$ cat src/rtl/cpwm_pkg.sv
// Constants and types for the capture and PWM unit
package cpwm_pkg;
	// Register word indices on the Avalon-MM address
	localparam logic [2:0] CPWM_REG_CONTROL = 3'h0;
	localparam logic [2:0] CPWM_REG_CAPTURE = 3'h1;
	localparam logic [2:0] CPWM_REG_DUTY    = 3'h2;
	localparam logic [2:0] CPWM_REG_FLAGS   = 3'h3;
	localparam logic [2:0] CPWM_REG_MASK    = 3'h4;
	localparam logic [2:0] CPWM_REG_STATE   = 3'h5;

	// Control register fields
	localparam int CPWM_CTL_MODE_LSB = 0;
	localparam int CPWM_CTL_MODE_W   = 3;
	localparam int CPWM_CTL_ALIGN    = 4;
	localparam int CPWM_CTL_DIR      = 5;
	localparam int CPWM_CTL_ODRAIN   = 6;

	// Reset values
	localparam logic [6:0]  CPWM_CTL_RESET  = 7'h20;
	localparam logic [15:0] CPWM_DUTY_RESET = 16'h0000;

	// Flag register bit
	localparam int CPWM_FLAG_CAPTURE = 0;

	// Edge prescale terminal counts
	localparam logic [3:0] CPWM_DIV4_LAST  = 4'h3;
	localparam logic [3:0] CPWM_DIV16_LAST = 4'hf;

	// Left aligned duty occupies the top ten bits
	localparam int CPWM_LEFT_LSB = 6;

	typedef enum logic [2:0] {
		CPWM_MODE_OFF    = 3'b000,
		CPWM_MODE_FALL   = 3'b001,
		CPWM_MODE_RISE   = 3'b010,
		CPWM_MODE_RISE4  = 3'b011,
		CPWM_MODE_RISE16 = 3'b100,
		CPWM_MODE_BOTH   = 3'b101,
		CPWM_MODE_PWM    = 3'b110
	} cpwm_mode_t;
endpackage
$ cat src/rtl/cpwm_capture_pwm_unit.sv
// Capture and PWM unit with an Avalon-MM register slave
// Notes on behaviour
// - Each qualifying capture event copies the full 16-bit timer count into the capture hold register.
// - The mode selects falling, rising, every 4th rising, every 16th rising or every edge as the event.
// - Every capture sets the capture event flag in the peripheral flag register.
// - The capture event flag stays set until software clears it and hardware never clears it.
// - A new capture simply overwrites the held value with no overrun indication.
// - In PWM mode the 8-bit period count is extended by two low bits to a 10-bit time base.
// - The 10-bit duty value in the 16-bit compare register is left or right aligned by the format bit.
// - The PWM waveform is driven onto the pin only while the direction bit is cleared.
// - In PWM output mode a control bit makes the pin driver open-drain.
//
// Decided for this implementation: the placing of the registers and the Avalon-MM interface to the registers.
`timescale 1ns/1ps
`default_nettype none
module cpwm_capture_pwm_unit
	import cpwm_pkg::*;
(
	input  wire logic        mclk,
	input  wire logic        rst,
	input  wire logic [2:0]  address,
	input  wire logic        read,
	input  wire logic        write,
	input  wire logic [31:0] writedata,
	output logic      [31:0] readdata,
	output logic             waitrequest,
	output logic             irq,
	input  wire logic [15:0] timebase_count,
	input  wire logic [7:0]  period_count,
	input  wire logic [1:0]  phase_bits,
	input  wire logic        unit_pin_in,
	output logic             unit_pin_out,
	output logic             unit_pin_oe
);
	// Bus handshake
	logic        wait_q;
	logic        wait_d;
	logic [31:0] rdata_q;
	logic [31:0] rdata_d;
	logic        access;
	logic        wr_now;

	// Registers
	logic [6:0]  ctl_q;
	logic [6:0]  ctl_d;
	logic [15:0] duty_q;
	logic [15:0] duty_d;
	logic [15:0] hold_q;
	logic [15:0] hold_d;
	logic        flag_q;
	logic        flag_d;
	logic        mask_q;
	logic        mask_d;
	logic        irq_q;
	logic        irq_d;

	// Pin sampling and edge counting
	logic        sync1_q;
	logic        sync2_q;
	logic        prev_q;
	logic [3:0]  cnt_q;
	logic [3:0]  cnt_d;
	logic [2:0]  mode_prev_q;
	logic        event_now;
	logic [1:0]  fill_q;
	logic [1:0]  fill_d;
	logic        primed;

	// PWM output
	logic        pout_q;
	logic        pout_d;
	logic        poe_q;
	logic        poe_d;

	cpwm_mode_t  mode;
	logic        rise;
	logic        fall;
	logic [9:0]  tbase;
	logic [9:0]  duty10;
	logic        level;

	function automatic logic [31:0] cpwm_read_mux(
		input logic [2:0]  idx,
		input logic [6:0]  ctl,
		input logic [15:0] hold,
		input logic [15:0] duty,
		input logic        flag,
		input logic        mask,
		input logic [3:0]  cnt,
		input logic        pin
	);
		logic [31:0] r;
		r = 32'h0000_0000;
		case (idx)
			CPWM_REG_CONTROL: r = {25'h000_0000, ctl};
			CPWM_REG_CAPTURE: r = {16'h0000, hold};
			CPWM_REG_DUTY:    r = {16'h0000, duty};
			CPWM_REG_FLAGS:   r = {31'h0000_0000, flag};
			CPWM_REG_MASK:    r = {31'h0000_0000, mask};
			CPWM_REG_STATE:   r = {27'h000_0000, pin, cnt};
			default:          r = 32'h0000_0000;
		endcase
		return r;
	endfunction

	// Write strobe for one register index
	function automatic logic cpwm_wr_hit(
		input logic       wr,
		input logic [2:0] addr,
		input logic [2:0] idx
	);
		return wr && (addr == idx);
	endfunction

	assign mode   = cpwm_mode_t'(ctl_q[CPWM_CTL_MODE_LSB +: CPWM_CTL_MODE_W]);
	assign access = read | write;
	assign wr_now = write & ~wait_q;
	// Edges count only once the synchroniser holds real pin samples
	assign primed = (fill_q == 2'h3);
	assign fill_d = primed ? fill_q : fill_q + 2'h1;
	assign rise   = primed & sync2_q & ~prev_q;
	assign fall   = primed & ~sync2_q & prev_q;

	// PWM time base and duty compare
	assign tbase  = {period_count, phase_bits};
	assign duty10 = ctl_q[CPWM_CTL_ALIGN] ? duty_q[CPWM_LEFT_LSB +: 10] : duty_q[9:0];
	assign level  = tbase < duty10;

	// Bus slave: one wait cycle, then the transfer completes
	always_comb begin
		wait_d  = 1'b1;
		rdata_d = rdata_q;
		if (access && wait_q) begin
			wait_d  = 1'b0;
			rdata_d = cpwm_read_mux(address, ctl_q, hold_q, duty_q, flag_q, mask_q, cnt_q, sync2_q);
		end
	end

	always_ff @(posedge mclk) begin
		if (rst) begin
			wait_q  <= 1'b1;
			rdata_q <= 32'h0000_0000;
		end else begin
			wait_q  <= wait_d;
			rdata_q <= rdata_d;
		end
	end

	// Edge qualification
	always_comb begin
		cnt_d     = cnt_q;
		event_now = 1'b0;
		if (mode != cpwm_mode_t'(mode_prev_q)) begin
			cnt_d = 4'h0;
		end else begin
			case (mode)
				CPWM_MODE_FALL:   event_now = fall;
				CPWM_MODE_RISE:   event_now = rise;
				CPWM_MODE_BOTH:   event_now = rise | fall;
				CPWM_MODE_RISE4: begin
					if (rise) begin
						event_now = (cnt_q == CPWM_DIV4_LAST);
						cnt_d     = event_now ? 4'h0 : cnt_q + 4'h1;
					end
				end
				CPWM_MODE_RISE16: begin
					if (rise) begin
						event_now = (cnt_q == CPWM_DIV16_LAST);
						cnt_d     = event_now ? 4'h0 : cnt_q + 4'h1;
					end
				end
				default:          event_now = 1'b0;
			endcase
		end
	end

	// Two-stage pin synchroniser, edge history and fill count
	always_ff @(posedge mclk) begin
		if (rst) begin
			sync1_q <= 1'b0;
			sync2_q <= 1'b0;
			prev_q  <= 1'b0;
			fill_q  <= 2'h0;
		end else begin
			sync1_q <= unit_pin_in;
			sync2_q <= sync1_q;
			prev_q  <= sync2_q;
			fill_q  <= fill_d;
		end
	end

	// Edge counter and mode history
	always_ff @(posedge mclk) begin
		if (rst) begin
			cnt_q       <= 4'h0;
			mode_prev_q <= CPWM_MODE_OFF;
		end else begin
			cnt_q       <= cnt_d;
			mode_prev_q <= mode;
		end
	end

	// Control and duty registers
	always_comb begin
		ctl_d  = ctl_q;
		duty_d = duty_q;
		if (cpwm_wr_hit(wr_now, address, CPWM_REG_CONTROL)) begin
			ctl_d = writedata[6:0];
		end
		if (cpwm_wr_hit(wr_now, address, CPWM_REG_DUTY)) begin
			duty_d = writedata[15:0];
		end
	end

	always_ff @(posedge mclk) begin
		if (rst) begin
			ctl_q  <= CPWM_CTL_RESET;
			duty_q <= CPWM_DUTY_RESET;
		end else begin
			ctl_q  <= ctl_d;
			duty_q <= duty_d;
		end
	end

	// Capture hold register, a later event simply overwrites it
	always_comb begin
		hold_d = hold_q;
		if (event_now) begin
			hold_d = timebase_count;
		end
	end

	always_ff @(posedge mclk) begin
		if (rst) begin
			hold_q <= 16'h0000;
		end else begin
			hold_q <= hold_d;
		end
	end

	// Sticky flag, mask and level interrupt; a set in the clearing cycle wins
	always_comb begin
		flag_d = flag_q;
		mask_d = mask_q;
		if (cpwm_wr_hit(wr_now, address, CPWM_REG_FLAGS)) begin
			flag_d = flag_q & ~writedata[CPWM_FLAG_CAPTURE];
		end
		if (cpwm_wr_hit(wr_now, address, CPWM_REG_MASK)) begin
			mask_d = writedata[CPWM_FLAG_CAPTURE];
		end
		if (event_now) begin
			flag_d = 1'b1;
		end
		irq_d = flag_d & mask_d;
	end

	always_ff @(posedge mclk) begin
		if (rst) begin
			flag_q <= 1'b0;
			mask_q <= 1'b0;
			irq_q  <= 1'b0;
		end else begin
			flag_q <= flag_d;
			mask_q <= mask_d;
			irq_q  <= irq_d;
		end
	end

	// Pin driver
	always_comb begin
		pout_d = 1'b0;
		poe_d  = 1'b0;
		if (mode == CPWM_MODE_PWM && !ctl_q[CPWM_CTL_DIR]) begin
			if (ctl_q[CPWM_CTL_ODRAIN]) begin
				pout_d = 1'b0;
				poe_d  = ~level;
			end else begin
				pout_d = level;
				poe_d  = 1'b1;
			end
		end
	end

	always_ff @(posedge mclk) begin
		if (rst) begin
			pout_q <= 1'b0;
			poe_q  <= 1'b0;
		end else begin
			pout_q <= pout_d;
			poe_q  <= poe_d;
		end
	end

	assign readdata     = rdata_q;
	assign waitrequest  = wait_q;
	assign irq          = irq_q;
	assign unit_pin_out = pout_q;
	assign unit_pin_oe  = poe_q;
endmodule
`default_nettype wire

$ cat config.mk
export PLATFORM = sky130hd
export DESIGN_NAME = cpwm_capture_pwm_unit
export DESIGN_NICKNAME = d
export VERILOG_FILES = /design/src/rtl/cpwm_pkg.sv /design/src/rtl/cpwm_capture_pwm_unit.sv
export SDC_FILE = /design/constraint.sdc
export NUM_CORES = 1
export LEC_CHECK = 0
export BUFFER_PORTS_ARGS = -buffer_cell sky130_fd_sc_hd__buf_2
export CAP_MARGIN = 15
export CORE_AREA = 2 2 81 140
export CTS_CLUSTER_SIZE = 20
export DETAILED_ROUTE_END_ITERATION = 7
export DIE_AREA = 0 0 83 142
export PLACE_DENSITY = 0.64
export REMOVE_ABC_BUFFERS = 1
export SETUP_SLACK_MARGIN = 0.3
export SLEW_MARGIN = 20
export SYNTH_ARGS = -nofsm -noshare
export SYNTH_HDL_FRONTEND = slang
export SYNTH_SLANG_ARGS = --single-unit
export TNS_END_PERCENT = 1
$ cat constraint.sdc
create_clock -name mclk -period 6.11 [get_ports mclk]
set_clock_uncertainty 0.1 [all_clocks]
set_input_delay 0.611 -clock mclk [delete_from_list [all_inputs] [get_ports mclk]]
set_output_delay 0.611 -clock mclk [all_outputs]
set_load 0.02 [all_outputs]
# == Yosys cells after proc, flatten, opt, wreduce, memory -nomap -nowiden ==
# Index checks and enable logic that the tools add are counted.
# word_totals
reg_bits,89
inputBits,66
out_inout_bits,36
wordCells,80
# op_classes
addsub,2
magnitude_cmp,1
eq_ne,17
n_mux,16
n_bitwise,15
reduce_logical,13
# op_table
op,n
$pmux 16 s6,1
$mux 4,4
$eq 3x3->1 const B,5
$eq 3x2->1 const B,4
$lt 10x10->1,1
$mux 10,1
$mux 1,8
$pmux 4 s2,1
$and 1x1->1,7
$eq 3x1->1 const B,2
$logic_and 1x1->1,6
$not 1->1,6
$pmux 1 s5,1
$add 4x1->4 const B,1
$eq 4x2->1 const B,1
$eq 4x4->1 const B,1
$ne 2x2->1 const B,2
$reduce_or 2->1,2
$logic_not 3->1,1
$ne 3x3->1,1
$reduce_and 3->1,1
$reduce_or 3->1,1
$add 2x1->2 const B,1
$eq 2x2->1 const B,1
3 further kinds,4

# == Longest topological paths before layout ==
# logic_depth
ltp_word,8
ltp_mapped,8
depth_no_buf,7

# == Worst setup path after synthesis ==
# Ideal clock, no wire load.
# synth_path
path_kind,flip-flop to flip-flop
startpoint,reg ctl_q[4]
endpoint,reg pout_q (netlist: unit_pin_out)
setup_ns,0.096
arrival_time_ns,2.033
setup_slack_ns,3.881
stages_incl_launch_ff,9
n_path_buf,1
cell_sequence,dfxtp_1 buf_1 mux2i_1 ha_1 a21o_1 a21o_1 a21oi_1 a21oi_1 nor4b_1
# synth_via
elab_chain_cells,2
# synth_lines
item,line_no,text
from (decl),cpwm_capture_pwm_unit.sv:44,logic [6:0] ctl_q;
from (signal assigned),cpwm_capture_pwm_unit.sv:220,ctl_q <= ctl_d;
$mux 10,cpwm_capture_pwm_unit.sv:126,assign duty10 = ctl_q[CPWM_CTL_ALIGN] ? duty_q[CPWM_LEFT_LSB +: 10] : duty_q[9:0];
$lt 10x10->1,cpwm_capture_pwm_unit.sv:127,assign level = tbase < duty10;
to (signal assigned),cpwm_capture_pwm_unit.sv:289,pout_q <= pout_d;
to (decl),cpwm_capture_pwm_unit.sv:70,logic pout_q;
# No other way between the ends.
# A chain may end at the register's enable or synchronous reset.

# == Worst setup path after layout ==
# layout_path
startpoint,reg ctl_q[2]
endpoint,reg hold_q[8]
# layout_via
elab_chain_cells,3
elab_cells_between_ends,8
# layout_lines
item,line_no,text
$eq 3x3->1 (tied with other cells),cpwm_capture_pwm_unit.sv:156,case (mode)
$pmux 1 s5,cpwm_capture_pwm_unit.sv:156,
$mux 1 (*),cpwm_capture_pwm_unit.sv:153,if (mode != cpwm_mode_t'(mode_prev_q)) begin
to (signal assigned),cpwm_capture_pwm_unit.sv:237,hold_q <= hold_d;
to (decl),cpwm_capture_pwm_unit.sv:48,logic [15:0] hold_q;
# Mark *: on every way between the ends. The rest lies on a longest branch, timed or not.

==> implementation parameters <==
Parameter                              Value

Status
  Status    completed

Placed design
  Post-DP HPWL    6430 um
  Pre-CTS setup slack    3.32 ns
  Gp weighted congestion    0.792
  Placed inst area    3970 um2
  Port Buffers    69
  Cells after DPL    575

Synthesis
  Share of async-settable or async-resettable flops after synthesis    0
  Fraction of the yosys area taken by sequential cells    0.401
  Seq cells post-synth    73
  Average cell area after synthesis    9.08 um2
  Synthesized area    3640 um2
  Number of synthesis warnings    0
  Distinct cell type count of the synthesized netlist    46
  Post-synth EDFFs    0
  Main flop type after synthesis    dfxtp_1
  Mapped Cells    401

Min path
  Class of the tightest hold or removal check    reg2reg

Power
  Overall power of the completed layout    1.08 mW
  Standby leakage power    1.66 nW
  Max VDD drop    0.152 mV
  Pwr/cell area    255 nW/um2

Timing
  Worst hold slack across all endpoints    0.331 ns
  Share of the clock period used by the worst path after layout    0.447
  Post-route setup TNS    0 ns
  Worst rel slew slack    0.274
  Worst path setup slack after routing    3.38 ns
  Slew Viols, Final    0
  Number of endpoints failing setup at the final stage    0
  Final Hold Violating Endpoints    0
  Worst slew pin tran    1.09 ns
  Setup repair after global routing missed its margin    false
  Shortest period the worst path allows    2.73 ns
  Peak Freq    366 MHz

Finish
  Area Overhead vs Synth    16.5%
  Post-route insts no fill    587
  ANT cells    0
  Fraction of final layout cells sized beyond drive strength 1    0.193
  Post-route cell area    4240 um2
  Final Net Count    533
  Final core utilization    0.396

Clocking
  Reg clk slew, reported paths    0.05 ns
  Number of sinks driven by the clock tree    73
  Clock buffer depth    2
  Resized cells post-CTS    0
  TritonCTS buffer count    9
  Postcts setup bufs    0
  Clock Root Buffer    clkbuf_16
  Count of H-tree levels built during CTS    3
  CTS Hold Bufs    0
  Clock tree from TritonCTS    done
  Insertion delay of the later-clocked pin in the worst-skew pair    0.33 ns

Setup path
  Setup slack, reg-to-reg    3.38 ns
  Maximum fanout count along the critical path    16
  Worst Setup Start Kind    flop
  Critical setup path kind    reg2reg
  Crit path DAT    2.88 ns
  Required time of the critical path    6.26 ns
  Crit. End Element    flop

Detailed routing
  Count of nets left with antenna violations after detail routing    0
  Detailed Route Iter0 Violations    116
  Via density per instance    4.98
  Drt pass-1 iters    4
  DR DRC count    0
  Total via count after detailed routing    2922
  Total wirelength of the detailed-routed design    8480 um
  Average detailed-routed wire length per instance    14.4 um

GRT
  Wire length of the first global-routing pass    13600 um
  GRT Overall Usage    0.145
  Vias in the first global route    2883
  Gr ovfl total    0
  Number of antenna violations at the first check in global routing    1
  Pin count of the biggest net entering global routing    57

Floorplanning
  Horizontal extent of the die    83 um
  Die area    11800 um2
  Initial core utilization    0.340
  Vertical die dimension    142 um
  Number of rows created at floorplan    50
  Core area    10700 um2
  I/O pin count    102

Job
  Max-cap viol count    0
area by class of cell:
| cell class | instances | area [um2] |
|---|---|---|
| Clock buffer | 11 | 243 |
| Clock inverter | 1 | 30.0 |
| Fill cell | 1100 | 6460 |
| Inverter | 2 | 7.51 |
| Multi-Input combinational cell | 299 | 1980 |
| Sequential cell | 73 | 1460 |
| Tap cell | 130 | 163 |
| Timing Repair Buffer | 71 | 360 |
cell families after synthesis:
family | synth area share
compound gates | 0.135
xor+xnor | 0.0144
fa+ha+maj | 0.0378
mux | 0.129
buf+inv | 0.0715
simple gates | 0.210
other cells | 0.00103
flops | 0.401
placed cells by master (no fill, tap or decap), types with 5 or more instances in the layout:
master and instances:
clkbuf_16 9, nand2b_1 38, a22o_1 9, dfxtp_1 73, buf_2 69, o21ai_0 5
a21oi_1 23, nand2_1 44, mux2i_1 47, conb_1 16, nor2_1 34, a22oi_1 11
ha_1 11, nor2b_1 10
layer usage:
layer  global-route usage  vias to the layer above  wire length (um)
met5                    0                        -                11
met2                0.269                       75              4590
met1                0.145                     1365              3200
li1                     -                     1460                 -
met3               0.0406                       20               453
met4               0.0768                        2               221
registers in the layout, summed over array words and instances, names as in the netlist, 2 cells and up:
signal       cells
fill_q           2
readdata        16
cnt_q            4
mode_prev_q      3
duty_q          16
hold_q          16
ctl_q            7
path summary, 6_finish.rpt:
kind,from,end,cells after the start
max,ctl_q[2],hold_q[8],5
min,sync1_q,sync2_q,1
max reg2reg,ctl_q[2],hold_q[8],5
min reg2reg,sync1_q,sync2_q,1
critical path: stages (launching register included):
cell	delay [ns]
dfxtp_1	0.47
or3b_4	0.46
a21oi_4	0.23
and3_1	0.22
o21a_1	0.87
mux2i_1	0.29
report_power, final:
group | switching (mW) | internal [mW]
sequential | 0.00597 | 0.485
combinational | 0.0581 | 0.0372
clock | 0.177 | 0.318
total | 0.241 | 0.840
cell usage after synthesis (all sizes together), types with 2 or more instances:
| cell | count | share of area |
|---|---|---|
| a211o | 2 | 0.0048 |
| nand2 | 44 | 0.045 |
| o32ai | 3 | 0.0072 |
| inv | 2 | 0.0021 |
| nand4 | 2 | 0.0034 |
| mux2i | 47 | 0.13 |
| nand3b | 4 | 0.0082 |
| o211ai | 2 | 0.0041 |
| nor2b | 10 | 0.017 |
| nand2b | 38 | 0.065 |
| a21oi | 24 | 0.036 |
| a21o | 4 | 0.0082 |
| ha | 11 | 0.038 |
| buf | 22 | 0.049 |
| xnor2 | 2 | 0.0048 |
| dfxtp | 73 | 0.40 |
| or2 | 2 | 0.0034 |
| nor4b | 2 | 0.0048 |
| xor2 | 4 | 0.0096 |
| nor2 | 34 | 0.035 |
| clkbuf | 20 | 0.021 |
| o21ai | 6 | 0.0082 |
| nor3 | 4 | 0.0055 |
| a22oi | 11 | 0.023 |
| a22o | 9 | 0.022 |
| o21a | 4 | 0.0082 |
No activity file was read; power rests on OpenSTA's default activity.
